==> config.mk <==
export PLATFORM = sky130hd
export DESIGN_NAME = async_timer_phase_correct_pwm
export DESIGN_NICKNAME = d
export VERILOG_FILES = /design/src/verilog/timer_async_pkg.sv /design/src/verilog/async_timer_phase_correct_pwm.sv
export SDC_FILE = /design/constraint.sdc
export NUM_CORES = 1
export LEC_CHECK = 0
export BUFFER_PORTS_ARGS = -buffer_cell sky130_fd_sc_hd__buf_2
export CAP_MARGIN = 20
export CELL_PAD_IN_SITES_DETAIL_PLACEMENT = 1
export CELL_PAD_IN_SITES_GLOBAL_PLACEMENT = 1
export CORE_ASPECT_RATIO = 0.6
export CORE_MARGIN = 2
export CORE_UTILIZATION = 40
export CTS_BUF_LIST = sky130_fd_sc_hd__clkbuf_4
export DETAILED_ROUTE_END_ITERATION = 12
export PLACE_DENSITY = 0.72
export SYNTH_ARGS = -nofsm -noshare
export SYNTH_HDL_FRONTEND = slang
export SYNTH_SLANG_ARGS = --single-unit
==> constraint.sdc <==
create_clock -name clk -period 3.1 [get_ports clk]
set_input_delay 0.62 -clock clk [delete_from_list [all_inputs] [get_ports clk]]
set_output_delay 0.62 -clock clk [all_outputs]
set_load 0.02 [all_outputs]
==> src/verilog/timer_async_pkg.sv <==
// constants and carriers for the asynchronous phase-correct pwm timer
package timer_async_pkg;
  // ----------------------------------------
  // register byte offsets
  // ----------------------------------------
  localparam logic [7:0] OFF_CTRL_A = 8'h00;
  localparam logic [7:0] OFF_CTRL_B = 8'h04;
  localparam logic [7:0] OFF_COUNTER = 8'h08;
  localparam logic [7:0] OFF_CMP_A = 8'h0c;
  localparam logic [7:0] OFF_CMP_B = 8'h10;
  localparam logic [7:0] OFF_ASYNC = 8'h14;
  localparam logic [7:0] OFF_GTC = 8'h18;
  localparam logic [7:0] OFF_FLAGS = 8'h1c;
  localparam logic [7:0] OFF_IEN = 8'h20;
  localparam logic [7:0] OFF_DIR = 8'h24;
  // ----------------------------------------
  // holding registers, in busy-bit order
  // ----------------------------------------
  localparam int N_HOLD = 5;
  localparam int IDX_CTRL_A = 0;
  localparam int IDX_CTRL_B = 1;
  localparam int IDX_CNT = 2;
  localparam int IDX_CMP_A = 3;
  localparam int IDX_CMP_B = 4;
  localparam logic [7:0] HOLD_OFF [N_HOLD] = '{OFF_CTRL_A, OFF_CTRL_B, OFF_COUNTER, OFF_CMP_A, OFF_CMP_B};
  // ----------------------------------------
  // field positions, masks and reset values
  // ----------------------------------------
  localparam int ASYNC_SEL_BIT = 5;
  localparam int PSR_BIT = 0;
  localparam int FLAG_OVF = 0;
  localparam int FLAG_CMP_A = 1;
  localparam logic [7:0] CTRL_A_MASK = 8'hf3;
  localparam logic [7:0] CTRL_B_MASK = 8'h0f;
  localparam logic [7:0] RST_BYTE = 8'h00;
  // ----------------------------------------
  // modes, counter limits and timing
  // ----------------------------------------
  localparam logic [2:0] WGM_PC_MAX = 3'h1;
  localparam logic [2:0] WGM_PC_CMPA = 3'h5;
  localparam logic [1:0] COM_OFF = 2'h0;
  localparam logic [1:0] COM_TOGGLE = 2'h1;
  localparam logic [7:0] BOTTOM = 8'h00;
  localparam logic [7:0] MAX = 8'hff;
  localparam logic [1:0] COMMIT_EDGES = 2'h2;
  localparam int FLAG_SYNC_CYCLES = 3;
  localparam logic [2:0] WAKE_STALL = 3'h4;
  // prescaler tap masks for select codes 0..7 (0 = stopped)
  localparam logic [9:0] PSC_MASK [8] = '{10'h000, 10'h000, 10'h007, 10'h01f,
                                         10'h03f, 10'h07f, 10'h0ff, 10'h3ff};
  // ----------------------------------------
  // control register layouts
  // ----------------------------------------
  typedef struct packed {
    logic [1:0] com_a;
    logic [1:0] com_b;
    logic [1:0] rsv;
    logic [1:0] wgm;
  } ctrl_a_t;
  typedef struct packed {
    logic [3:0] rsv;
    logic wgm2;
    logic [2:0] prescale_select;
  } ctrl_b_t;
endpackage

==> src/verilog/async_timer_phase_correct_pwm.sv <==
// 8-bit timer, phase-correct pwm, asynchronous oscillator clocking, apb slave
`timescale 1ns/10ps

module async_timer_phase_correct_pwm (
  // clock and reset
  input wire logic clk,
  input wire logic rst_n,
  // apb slave
  input wire logic psel,
  input wire logic penable,
  input wire logic pwrite,
  input wire logic [7:0] paddr,
  input wire logic [31:0] pwdata,
  output logic [31:0] prdata,
  output logic pready,
  output logic pslverr,
  // oscillator pin and sleep control
  input wire logic timer_osc_input,
  input wire logic sleep_active,
  input wire logic osc_halt,
  output logic wake_req,
  output logic cpu_stall,
  // compare output pins
  output logic [1:0] compare_outputs,
  output logic [1:0] compare_outputs_oe_n
);

  // ----------------------------------------
  // declarations
  // ----------------------------------------
  logic tosc_s1_reg;
  logic tosc_s2_reg;
  logic tosc_s3_reg;
  logic tosc_rise;
  logic src_en;
  logic tick;
  logic setup;
  logic wr_acc;
  logic mapped;
  logic psr_hit;
  logic async_sel_reg;
  logic [9:0] psc_reg;
  logic [9:0] psc_mask;
  logic [7:0] hold_reg [timer_async_pkg::N_HOLD];
  logic [1:0] edge_reg [timer_async_pkg::N_HOLD];
  logic [7:0] commit_val [timer_async_pkg::N_HOLD];
  logic [timer_async_pkg::N_HOLD-1:0] busy_reg;
  logic [timer_async_pkg::N_HOLD-1:0] commit;
  logic [timer_async_pkg::N_HOLD-1:0] wr_hit;
  timer_async_pkg::ctrl_a_t ctrl_a_reg;
  timer_async_pkg::ctrl_b_t ctrl_b_reg;
  logic [7:0] cmp_reg [2];
  logic [7:0] act_reg [2];
  logic [1:0] com [2];
  logic [1:0] match;
  logic [7:0] cnt_reg;
  logic [7:0] cnt_next;
  logic [7:0] cnt_rd_reg;
  logic [7:0] top;
  logic down_reg;
  logic down_next;
  logic pc_mode;
  logic at_top;
  logic [2:0] wgm;
  logic [2:0] ev;
  logic [2:0] ev_cpu;
  logic [2:0] flag_reg;
  logic [2:0] ien_reg;
  logic [2:0] pipe_reg [timer_async_pkg::FLAG_SYNC_CYCLES];
  logic [1:0] dir_reg;
  logic [2:0] stall_reg;
  logic wake_arm_reg;
  logic [7:0] rd_mux;

  // ----------------------------------------
  // oscillator pin synchroniser
  // ----------------------------------------
  // edge detect relies on the cpu clock being well above the oscillator
  always_ff @(posedge clk or negedge rst_n) begin
    if (!rst_n) begin
      tosc_s1_reg <= 1'b0;
      tosc_s2_reg <= 1'b0;
      tosc_s3_reg <= 1'b0;
    end else begin
      tosc_s1_reg <= timer_osc_input;
      tosc_s2_reg <= tosc_s1_reg;
      tosc_s3_reg <= tosc_s2_reg;
    end
  end
  assign tosc_rise = tosc_s2_reg & ~tosc_s3_reg;

  // ----------------------------------------
  // source clock and prescaler
  // ----------------------------------------
  // oscillator source frozen whenever osc_halt is high in asynchronous mode
  assign src_en = ~(async_sel_reg & osc_halt) & (async_sel_reg ? tosc_rise : 1'b1);
  assign psc_mask = timer_async_pkg::PSC_MASK[ctrl_b_reg.prescale_select];
  assign tick = src_en & (ctrl_b_reg.prescale_select != 3'h0) & ((psc_reg & psc_mask) == psc_mask);
  assign psr_hit = wr_acc && (paddr == timer_async_pkg::OFF_GTC) && pwdata[timer_async_pkg::PSR_BIT];

  always_ff @(posedge clk or negedge rst_n) begin
    if (!rst_n) begin
      psc_reg <= 10'h000;
    end else if (psr_hit) begin
      psc_reg <= 10'h000;
    end else if (src_en) begin
      psc_reg <= psc_reg + 10'h001;
    end
  end

  // ----------------------------------------
  // apb slave
  // ----------------------------------------
  // zero wait: ready in the first access cycle
  assign setup = psel & ~penable;
  assign wr_acc = psel & penable & pready & pwrite;
  assign mapped = (paddr[1:0] == 2'h0) && (paddr <= timer_async_pkg::OFF_DIR);

  always_comb begin
    case (paddr)
      timer_async_pkg::OFF_CTRL_A: rd_mux = ctrl_a_reg;
      timer_async_pkg::OFF_CTRL_B: rd_mux = ctrl_b_reg;
      timer_async_pkg::OFF_COUNTER: rd_mux = cnt_rd_reg;
      timer_async_pkg::OFF_CMP_A: rd_mux = cmp_reg[0];
      timer_async_pkg::OFF_CMP_B: rd_mux = cmp_reg[1];
      timer_async_pkg::OFF_ASYNC: rd_mux = {2'h0, async_sel_reg, busy_reg};
      timer_async_pkg::OFF_FLAGS: rd_mux = {5'h00, flag_reg};
      timer_async_pkg::OFF_IEN: rd_mux = {5'h00, ien_reg};
      timer_async_pkg::OFF_DIR: rd_mux = {6'h00, dir_reg};
      default: rd_mux = 8'h00;
    endcase
  end

  always_ff @(posedge clk or negedge rst_n) begin
    if (!rst_n) begin
      pready <= 1'b0;
      pslverr <= 1'b0;
      prdata <= 32'h0000_0000;
    end else begin
      pready <= setup;
      pslverr <= setup & ~mapped;
      if (setup) begin
        prdata <= {24'h00_0000, rd_mux};
      end
    end
  end

  // ----------------------------------------
  // directly written configuration
  // ----------------------------------------
  always_ff @(posedge clk or negedge rst_n) begin
    if (!rst_n) begin
      async_sel_reg <= 1'b0;
      ien_reg <= 3'h0;
      dir_reg <= 2'h0;
    end else if (wr_acc) begin
      if (paddr == timer_async_pkg::OFF_ASYNC) begin
        async_sel_reg <= pwdata[timer_async_pkg::ASYNC_SEL_BIT];
      end
      if (paddr == timer_async_pkg::OFF_IEN) begin
        ien_reg <= pwdata[2:0];
      end
      if (paddr == timer_async_pkg::OFF_DIR) begin
        dir_reg <= pwdata[1:0];
      end
    end
  end

  // ----------------------------------------
  // holding registers and update-busy bits
  // ----------------------------------------
  // a second write while busy restarts the transfer with the new value
  for (genvar i = 0; i < timer_async_pkg::N_HOLD; i++) begin : g_hold
    assign wr_hit[i] = wr_acc && (paddr == timer_async_pkg::HOLD_OFF[i]);
    assign commit[i] = async_sel_reg ?
      (busy_reg[i] & tosc_rise & (edge_reg[i] == timer_async_pkg::COMMIT_EDGES - 2'h1)) : wr_hit[i];
    assign commit_val[i] = async_sel_reg ? hold_reg[i] : pwdata[7:0];

    always_ff @(posedge clk or negedge rst_n) begin
      if (!rst_n) begin
        hold_reg[i] <= timer_async_pkg::RST_BYTE;
        busy_reg[i] <= 1'b0;
        edge_reg[i] <= 2'h0;
      end else if (wr_hit[i] && async_sel_reg) begin
        hold_reg[i] <= pwdata[7:0];
        busy_reg[i] <= 1'b1;
        edge_reg[i] <= 2'h0;
      end else if (commit[i] || !async_sel_reg) begin
        busy_reg[i] <= 1'b0;
      end else if (busy_reg[i] && tosc_rise) begin
        edge_reg[i] <= edge_reg[i] + 2'h1;
      end
    end
  end

  // ----------------------------------------
  // control and compare registers
  // ----------------------------------------
  always_ff @(posedge clk or negedge rst_n) begin
    if (!rst_n) begin
      ctrl_a_reg <= timer_async_pkg::RST_BYTE;
      ctrl_b_reg <= timer_async_pkg::RST_BYTE;
    end else begin
      if (commit[timer_async_pkg::IDX_CTRL_A]) begin
        ctrl_a_reg <= commit_val[timer_async_pkg::IDX_CTRL_A] & timer_async_pkg::CTRL_A_MASK;
      end
      if (commit[timer_async_pkg::IDX_CTRL_B]) begin
        ctrl_b_reg <= commit_val[timer_async_pkg::IDX_CTRL_B] & timer_async_pkg::CTRL_B_MASK;
      end
    end
  end

  assign wgm = {ctrl_b_reg.wgm2, ctrl_a_reg.wgm};
  assign pc_mode = (wgm == timer_async_pkg::WGM_PC_MAX) || (wgm == timer_async_pkg::WGM_PC_CMPA);
  // code 5 takes its top from compare a, code 1 runs to max
  assign top = ctrl_b_reg.wgm2 ? act_reg[0] : timer_async_pkg::MAX;
  assign at_top = ~down_reg & (cnt_reg == top);

  // ----------------------------------------
  // counter
  // ----------------------------------------
  // 255 up steps plus 255 down steps give the 510-clock period
  always_comb begin
    cnt_next = cnt_reg;
    down_next = down_reg;
    if (tick) begin
      if (!pc_mode) begin
        cnt_next = cnt_reg + 8'h01;
        down_next = 1'b0;
      end else if (!down_reg && cnt_reg >= top) begin
        cnt_next = (top == timer_async_pkg::BOTTOM) ? timer_async_pkg::BOTTOM : cnt_reg - 8'h01;
        down_next = 1'b1;
      end else if (down_reg && cnt_reg == timer_async_pkg::BOTTOM) begin
        cnt_next = cnt_reg + 8'h01;
        down_next = 1'b0;
      end else if (down_reg) begin
        cnt_next = cnt_reg - 8'h01;
      end else begin
        cnt_next = cnt_reg + 8'h01;
      end
    end
  end

  always_ff @(posedge clk or negedge rst_n) begin
    if (!rst_n) begin
      cnt_reg <= timer_async_pkg::BOTTOM;
      down_reg <= 1'b0;
    end else if (commit[timer_async_pkg::IDX_CNT]) begin
      cnt_reg <= commit_val[timer_async_pkg::IDX_CNT];
    end else begin
      cnt_reg <= cnt_next;
      down_reg <= down_next;
    end
  end

  // read copy only moves on oscillator edges while asynchronous
  always_ff @(posedge clk or negedge rst_n) begin
    if (!rst_n) begin
      cnt_rd_reg <= timer_async_pkg::BOTTOM;
    end else if (!async_sel_reg || tosc_rise) begin
      cnt_rd_reg <= cnt_reg;
    end
  end

  // ----------------------------------------
  // compare units
  // ----------------------------------------
  for (genvar i = 0; i < 2; i++) begin : g_cmp
    assign com[i] = (i == 0) ? ctrl_a_reg.com_a : ctrl_a_reg.com_b;
    assign match[i] = tick & (cnt_reg == act_reg[i]) & ~busy_reg[timer_async_pkg::IDX_CNT]
                      & ~busy_reg[timer_async_pkg::IDX_CMP_A + i];

    // software copy plus the active copy that loads at top in phase-correct modes and every clock otherwise
    always_ff @(posedge clk or negedge rst_n) begin
      if (!rst_n) begin
        cmp_reg[i] <= timer_async_pkg::RST_BYTE;
        act_reg[i] <= timer_async_pkg::RST_BYTE;
      end else begin
        if (commit[timer_async_pkg::IDX_CMP_A + i]) begin
          cmp_reg[i] <= commit_val[timer_async_pkg::IDX_CMP_A + i];
        end
        if (!pc_mode || (tick && at_top)) begin
          act_reg[i] <= cmp_reg[i];
        end
      end
    end

    // compare_outputs flops update on timer ticks only, with no cpu-side resync; the enable flops follow dir_reg, masked while com is off, every clock
    always_ff @(posedge clk or negedge rst_n) begin
      if (!rst_n) begin
        compare_outputs[i] <= 1'b0;
        compare_outputs_oe_n[i] <= 1'b1;
      end else begin
        compare_outputs_oe_n[i] <= ~(dir_reg[i] & (com[i] != timer_async_pkg::COM_OFF));
        if (tick && pc_mode && com[i][1]) begin
          if (at_top && act_reg[i] == top) begin
            compare_outputs[i] <= ~com[i][0];
          end else if (cnt_reg == timer_async_pkg::BOTTOM) begin
            // keeps the pulse centred even after a missed match
            compare_outputs[i] <= (act_reg[i] == timer_async_pkg::BOTTOM) ? com[i][0] : ~com[i][0];
          end else if (match[i]) begin
            compare_outputs[i] <= down_reg ? ~com[i][0] : com[i][0];
          end
        end else if (match[i] && com[i] == timer_async_pkg::COM_TOGGLE && (!pc_mode || (i == 0 && wgm[2]))) begin
          compare_outputs[i] <= ~compare_outputs[i];
        end
      end
    end
  end

  // ----------------------------------------
  // flags and their crossing delay
  // ----------------------------------------
  assign ev[timer_async_pkg::FLAG_OVF] = tick & ~commit[timer_async_pkg::IDX_CNT]
    & (cnt_next == timer_async_pkg::BOTTOM) & (cnt_reg != timer_async_pkg::BOTTOM);
  assign ev[2:1] = match;
  assign ev_cpu = async_sel_reg ? pipe_reg[timer_async_pkg::FLAG_SYNC_CYCLES-1] : ev;

  always_ff @(posedge clk or negedge rst_n) begin
    if (!rst_n) begin
      for (int k = 0; k < timer_async_pkg::FLAG_SYNC_CYCLES; k++) begin
        pipe_reg[k] <= 3'h0;
      end
    end else begin
      pipe_reg[0] <= ev;
      for (int k = 1; k < timer_async_pkg::FLAG_SYNC_CYCLES; k++) begin
        pipe_reg[k] <= pipe_reg[k-1];
      end
    end
  end

  // write-one-to-clear; a new event in the same cycle wins
  always_ff @(posedge clk or negedge rst_n) begin
    if (!rst_n) begin
      flag_reg <= 3'h0;
    end else if (wr_acc && paddr == timer_async_pkg::OFF_FLAGS) begin
      flag_reg <= (flag_reg & ~pwdata[2:0]) | ev_cpu;
    end else begin
      flag_reg <= flag_reg | ev_cpu;
    end
  end

  // ----------------------------------------
  // sleep wake-up and cpu stall
  // ----------------------------------------
  always_ff @(posedge clk or negedge rst_n) begin
    if (!rst_n) begin
      wake_arm_reg <= 1'b0;
      wake_req <= 1'b0;
      stall_reg <= 3'h0;
      cpu_stall <= 1'b0;
    end else begin
      if (!sleep_active) begin
        wake_arm_reg <= 1'b0;
        wake_req <= 1'b0;
      end else begin
        if (async_sel_reg && (flag_reg & ien_reg) != 3'h0) begin
          wake_arm_reg <= 1'b1;
        end
        if (wake_arm_reg && src_en) begin
          wake_req <= 1'b1;
        end
      end
      if (sleep_active && wake_arm_reg && src_en && !wake_req) begin
        stall_reg <= timer_async_pkg::WAKE_STALL;
        cpu_stall <= 1'b1;
      end else if (stall_reg != 3'h0) begin
        stall_reg <= stall_reg - 3'h1;
        cpu_stall <= (stall_reg != 3'h1);
      end
    end
  end
endmodule

==> run metrics, run 1 <==
Antenna Cells 0; GRT met3 Usage just under 10%; Slew headroom 38.89%; post-route setup slack -0.1043 ns; top area cells in the synthesized netlist dfrtp_1 (47%), mux2_2 (7.9%), nand2_1 (4.1%), o21ai_0 (3.4%), a21oi_1 (3.1%); peak-usage layer in the global routing report met1; Finished Layout Cells 1203; crit end category flop; initial antenna violation count 0; fin util between 40% and 50%; post-synth top area share 47.49%; Setup Skew 0.02569 ns; MaxCap Viol Count 0; worst path arrival time about 3.7 ns; synthesized cell area between 0.008 and 0.009 sq mm; final hold slack 0.03201 ns; routed len/inst around 22 um; Die Ht 115.4 um; DRT Pass-1 Iters 8; port bufs 39; core area a little over 0.02 sq mm; synthesized area per cell 10.13 sq um; VDD IR max 353.5 uV; Sink Count 159; WL final between 20000 and 30000 um; Req. time, crit path approximately 3.6 ns; worst-path cell chain buf_6, nor2b_4, ha_4, o21a_1, o21bai_4, o211a_1, or4b_4, a31oi_4, o21ai_2, or4_4, o31ai_4; largest net degree at the start of global routing 78; vias 6838; crit path max-delay cell type or4b_4; first-pass GRT wire length 41720 um; Ys Warns 0; # nets final 985; pwr/cell area 438.6 mW/mm^2; RSZ-0062 raised after global routing yes; Storage cell area approximately 0.004 sq mm; Finish-stage setup viols 2; Final Max Tran Viols 0; hold_buf cts 0; GRT Residual Overflow 0; post-synthesis async set-or-reset flop share 100.0%; FF+latch count, synth 159; met2 global-route usage 33.53%; worst min-delay path class primary input to asynchronous set/reset pin; row cnt 40; DIE AREA 0.02189 sq mm; max reg flops 34; CP Max Fanout 6; DR iter-0 viols 680; register area share after synthesis 48.12%; Setup Crit Path Kind flop to flop; EDFF count, synth 0; die width 189.7 um; GR Util All Layers 25.68%; routed vias/inst 5.684; CTS Buf Count 17; CTS tree built; largest area contributor in the netlist dfrtp_1; FILL cells roughly 2300; area of the multi-input gates 0.004240 sq mm; placed insts 1162; Clk pin slew, worst setup/hold paths 0.16 ns; Placer Congestion 0.9037; Netlist cell types 66; initial core utilization between 40 and 50%; Root Driver clkbuf_4; outcome finished with violations; Placed Area 0.009166 sq mm; f_max 0.3121 GHz; fin area approximately 0.0098 sq mm; Ports 88; global routing usage on met1 39.57%; Area growth, synth to finish 18.83%; measured slew at the worst slew-check pin 0.9167 ns; leakage power total 0.004534 uW; DRT antenna net count 0; Worst setup SP type flop; failing checks negative setup slack; final worst-path cycle share 103.4%; CP peak stage delay 0.58 ns; vias in the first global route 6925; ratio of cells with drive above 1 in the final layout 27.74%; H-Tree Level Count 4; Register-to-Register Path Depth 11; HPWL after DPL approximately 20000 um; Hold Fails Final Rpt 0; Mapped Cells 817; DRC Markers 0; Final min period 3.204 ns; Synth Flop Type dfrtp_1; clk_lat worst skew roughly 0.6 ns; deepest clock path buffer count 2
## cells by family after synthesis
| family | count (synthesis) | share of synthesized area (%) |
|---|---|---|
| DFF | 159 | 48.12 |
| xor gates and xnor gates | 41 | 4.341 |
| adders and majority gates | 20 | 3.025 |
| and+or+nand+nor | 259 | 15.73 |
| buffers and inverters | 81 | 4.976 |
| other | 1 | 0.04533 |
| AOI/OAI and AO/OA | 187 | 14.47 |
| muxes | 69 | 9.286 |
## final timing paths
path / startpoint / endpoint / slack [ns]
worst max-delay path: ctrl_b_reg[3]$_DFFE_PN0P_ / flag_reg[0]$_DFF_PN0_ / -0.10
worst min-delay path: rst_n / psc_reg[4]$_DFFE_PN0P_ / 0.03
worst max register to register: ctrl_b_reg[3]$_DFFE_PN0P_ / flag_reg[0]$_DFF_PN0_ / -0.10
worst min register to register: pipe_reg[7]$_DFF_PN0_ / pipe_reg[4]$_DFF_PN0_ / 0.37
max in group asynchronous: rst_n / cnt_rd_reg[2]$_DFFE_PN0P_ / 2.32
min in group clk: timer_osc_input / tosc_s1_reg$_DFF_PN0_ / 0.12
## per-layer routing
| layer | share of wire [%] | vias to the layer above |
|---|---|---|
| li1 | - | 3090 |
| met1 | 50 | 3454 |
| met2 | 39 | 270 |
| met3 | 10 | 24 |
| met4 | 0.97 | 0 |
| met5 | 0 | - |
## cell usage in the layout (no fill, tap or decap), drive strengths merged, types with 5 or more instances in the layout
cell type,instances
dfrtp,157
buf,124
nand2,90
mux2,59
o21ai,59
a21oi,51
nor2,47
xnor2,29
conb,24
inv,21
ha,20
nor2b,19
clkbuf,17
nand3,16
nor3,14
nand4,13
xor2,12
a22oi,11
mux2i,10
and3,9
nor4,8
and2,8
nand2b,8
a222oi,7
a211oi,7
a31oi,6
a32oi,6
a21o,5
a221oi,5
clkinv,5
## Yosys cell counts, drive strengths merged (7+ instances only)
cell and number:
mux2i 10, ha 20, a22oi 11, inv 15
and3 9, nor3 14, o21ai 59, nand2b 8
nand3 16, mux2 59, a211oi 7, a21oi 51
nand2 90, buf 28, nand4 13, clkbuf 38
and2 8, xnor2 29, a222oi 7, xor2 12
nor2b 19, nor4 8, dfrtp 157, nor2 47
## worst max-delay path: cells and delay by family, from the launching register on
family | cells | cell delay [ns]
compound gates | 6 | 0.95
fa+ha+maj | 1 | 0.27
buf+inv | 1 | 0.15
simple gates | 3 | 1.27
flops | 1 | 0.49
## layout make-up
class / instances / share of cell area, %
inverters: 15 / 0.5727
well taps: 273 / 3.475
multi-input cells: 600 / 43.13
clock buffers: 17 / 1.298
repair buffers: 124 / 8.909
clock inverters: 15 / 2.062
flip-flops and latches: 159 / 40.55
## per-stage QoR
stage	setup WS, ns	total power (uW)	setup TNS, ns
after global routing	-0.1792	4498	-0.3156
after CTS	-0.03715	4326	-0.03715
after global placement	-0.1116	2836	-0.1754
after detailed placement	-0.1775	2854	-0.2810
after floorplan	0.02291	2630	0
final	-0.1043	4311	-0.1546
## timing repair
item | 4_1_cts | 5_1_grt
setup endpoints to repair | 2 | 3
setup buffers | 7 | 3
endpoints found under the hold margin | 0 | 0
cloned | 0 | 0
pin swaps | 20 | 8
gates resized for setup | 38 | 9
## where the power goes
group          internal [uW]  switching, uW
Clock                    588            849
Sequential              2150           90.4
Combinational            269            363
Total                   3010           1300
(Power assumes the default switching activity.)
==> inputs of run 2 (changes only) <==
CELL_PAD_IN_SITES_DETAIL_PLACEMENT = default   (was 1)
CELL_PAD_IN_SITES_GLOBAL_PLACEMENT = default   (was 1)
PLACE_DENSITY = 0.59   (was 0.72)
==> run 2 against run 1 <==
Net effect: the flow still finishes with violations (negative setup slack); critical path depth increased by 1; worst setup slack better by 0.038 ns; die area did not move; flip-flop and latch count unchanged; core utilization fell by 0.29 points; largest cell class unchanged; final cell count up 0.33%; sequential power barely moved; via count decreased by 2.1%; clock power fell by 27%.
==> run metrics, run 2 (synthesis gave the netlist of run 1 again) <==
fin util 48.58%; Area growth, synth to finish 18.13%; GR Util All Layers 23.57%; Sink Count 159; crit end category flop; HPWL after DPL 18450 um; DRT Pass-1 Iters 10; CTS tree built; final hold slack about 0.15 ns; vias in the first global route around 6200; VDD IR max 217.1 uV; row cnt 40; deepest clock path buffer count 2; DRC Markers 0; CP Max Fanout 6; measured slew at the worst slew-check pin 1.001 ns; Worst setup SP type flop; final worst-path cycle share 102.1%; # nets final 991; Die Ht 115.4 um; RSZ-0062 raised after global routing yes; clk_lat worst skew 0.56 ns; most used cell, CP buf_6; Hold Fails Final Rpt 0; port bufs 39; Ports 88; failing checks negative setup slack; Finish-stage setup viols 1; worst path arrival time between 3 and 4 ns; Final Max Tran Viols 0; WL final roughly 25000 um; CTS Buf Count 17; post-route setup slack -0.06626 ns; Final min period about 3.2 ns; core area 0.02012 sq mm; Setup Skew 0.02086 ns; outcome finished with violations; largest net degree at the start of global routing 53; Slew headroom 33.23%; worst-path cell chain buf_6, nor2b_4, ha_4, o21a_1, o21bai_4, o211a_4, or2_4, buf_6, a21o_1, a211o_1, or4_4, o31ai_2; Setup Crit Path Kind flop to flop; MaxCap Viol Count 0; first-pass GRT wire length 38110 um; initial core utilization 41.12%; leakage power total 0.004491 uW; ratio of cells with drive above 1 in the final layout 27.52%; DIE AREA 0.02189 sq mm; commonest non-fill, non-tap cell in the layout dfrtp_1; GRT Residual Overflow 0; Antenna Cells 0; commonest non-fill, non-tap cells in the layout dfrtp_1 (152), nand2_1 (89), buf_4 (79); worst min-delay path class primary input to flop; Clk pin slew, worst setup/hold paths 0.14 ns; vias 6696; routed len/inst just over 20 um; f_max 0.3158 GHz; max reg flops 34; die width 189.7 um; Placer Congestion 0.9103; pwr/cell area 402.6 mW/mm^2; DRT antenna net count 0; Root Driver clkbuf_4; crit path max-delay cell type or4_4; H-Tree Level Count 4; DR iter-0 viols 735; routed vias/inst ~5.5; Req. time, crit path 3.58 ns; CP peak stage delay 0.55 ns; initial antenna violation count 0
run 2: layout make-up:
class	instances	area [sq um]
Fill cell	1895	10350
Multi-Input combinational cell	600	4199
Sequential cell	159	3988
Timing Repair Buffer	130	980.9
Tap cell	273	341.6
Clock buffer	18	135.1
Clock inverter	12	72.57
Inverter	15	56.30
run 2: power by group:
part           internal, uW  switching, uW  total, uW
sequential             2150           78.4       2230
combinational           289            366        654
clock                   307            743       1050
run 2: worst paths after layout:
path / startpoint / end / slack [ns] / cells after the start
hold / removal: timer_osc_input / tosc_s1_reg$_DFF_PN0_ / 0.15 / 1
max in group asynchronous: rst_n / compare_outputs_oe_n[1]$_DFF_PN1_ / 1.85 / 3
min in group asynchronous: rst_n / psc_reg[3]$_DFFE_PN0P_ / 0.54 / 2
setup / recovery: ctrl_b_reg[3]$_DFFE_PN0P_ / flag_reg[0]$_DFF_PN0_ / -0.07 / 12
setup reg to reg: ctrl_b_reg[3]$_DFFE_PN0P_ / flag_reg[0]$_DFF_PN0_ / -0.07 / 12
hold reg to reg: tosc_s1_reg$_DFF_PN0_ / tosc_s2_reg$_DFF_PN0_ / 0.37 / 0
run 2: timing repair:
item	in CTS	in global routing
pin swaps	16	7
endpoints found under the setup margin	2	5
endpoints found under the hold margin	41	0
cloned	0	0
setup buffers	10	2
resized for setup	35	9
hold buffers	1	0
run 2: metal layers:
| layer | GRT usage, % | wire, um |
|---|---|---|
| met1 | 38.29 | 12760 |
| met5 | 0 | 0 |
| met3 | 9.188 | 2771 |
| met4 | 4.238 | 215 |
| met2 | 28.52 | 8953 |
run 2: metrics by stage:
| step | power [uW] | setup slack (ns) | instances | instance area (sq um) | setup TNS (ns) |
|---|---|---|---|---|---|
| 6_report | 3935 | -0.06626 | 1207 | 9773 | -0.06626 |
| 5_1_grt | 4127 | -0.1207 | 1207 | 9773 | -0.1777 |
| 4_1_cts | 3930 | -0.04215 | 1205 | 9714 | -0.04215 |
| 3_5_place_dp | 2849 | -0.1820 | 1164 | 9219 | -0.2615 |
| 3_3_place_gp | 2842 | -0.1164 | 1164 | 9219 | -0.1610 |
| 2_1_floorplan | 2630 | 0.02291 | 840 | 8386 | 0 |
run 2: worst max-delay path: cells and delay by family, from the launching register on:
kind / cells / cell delay, ns
AO/OA/AOI/OAI: 6 / 1.15
adder cells (fa/ha/maj): 1 / 0.26
buffers and inverters: 2 / 0.27
flip-flops: 1 / 0.48
AND/OR/NAND/NOR: 3 / 0.94
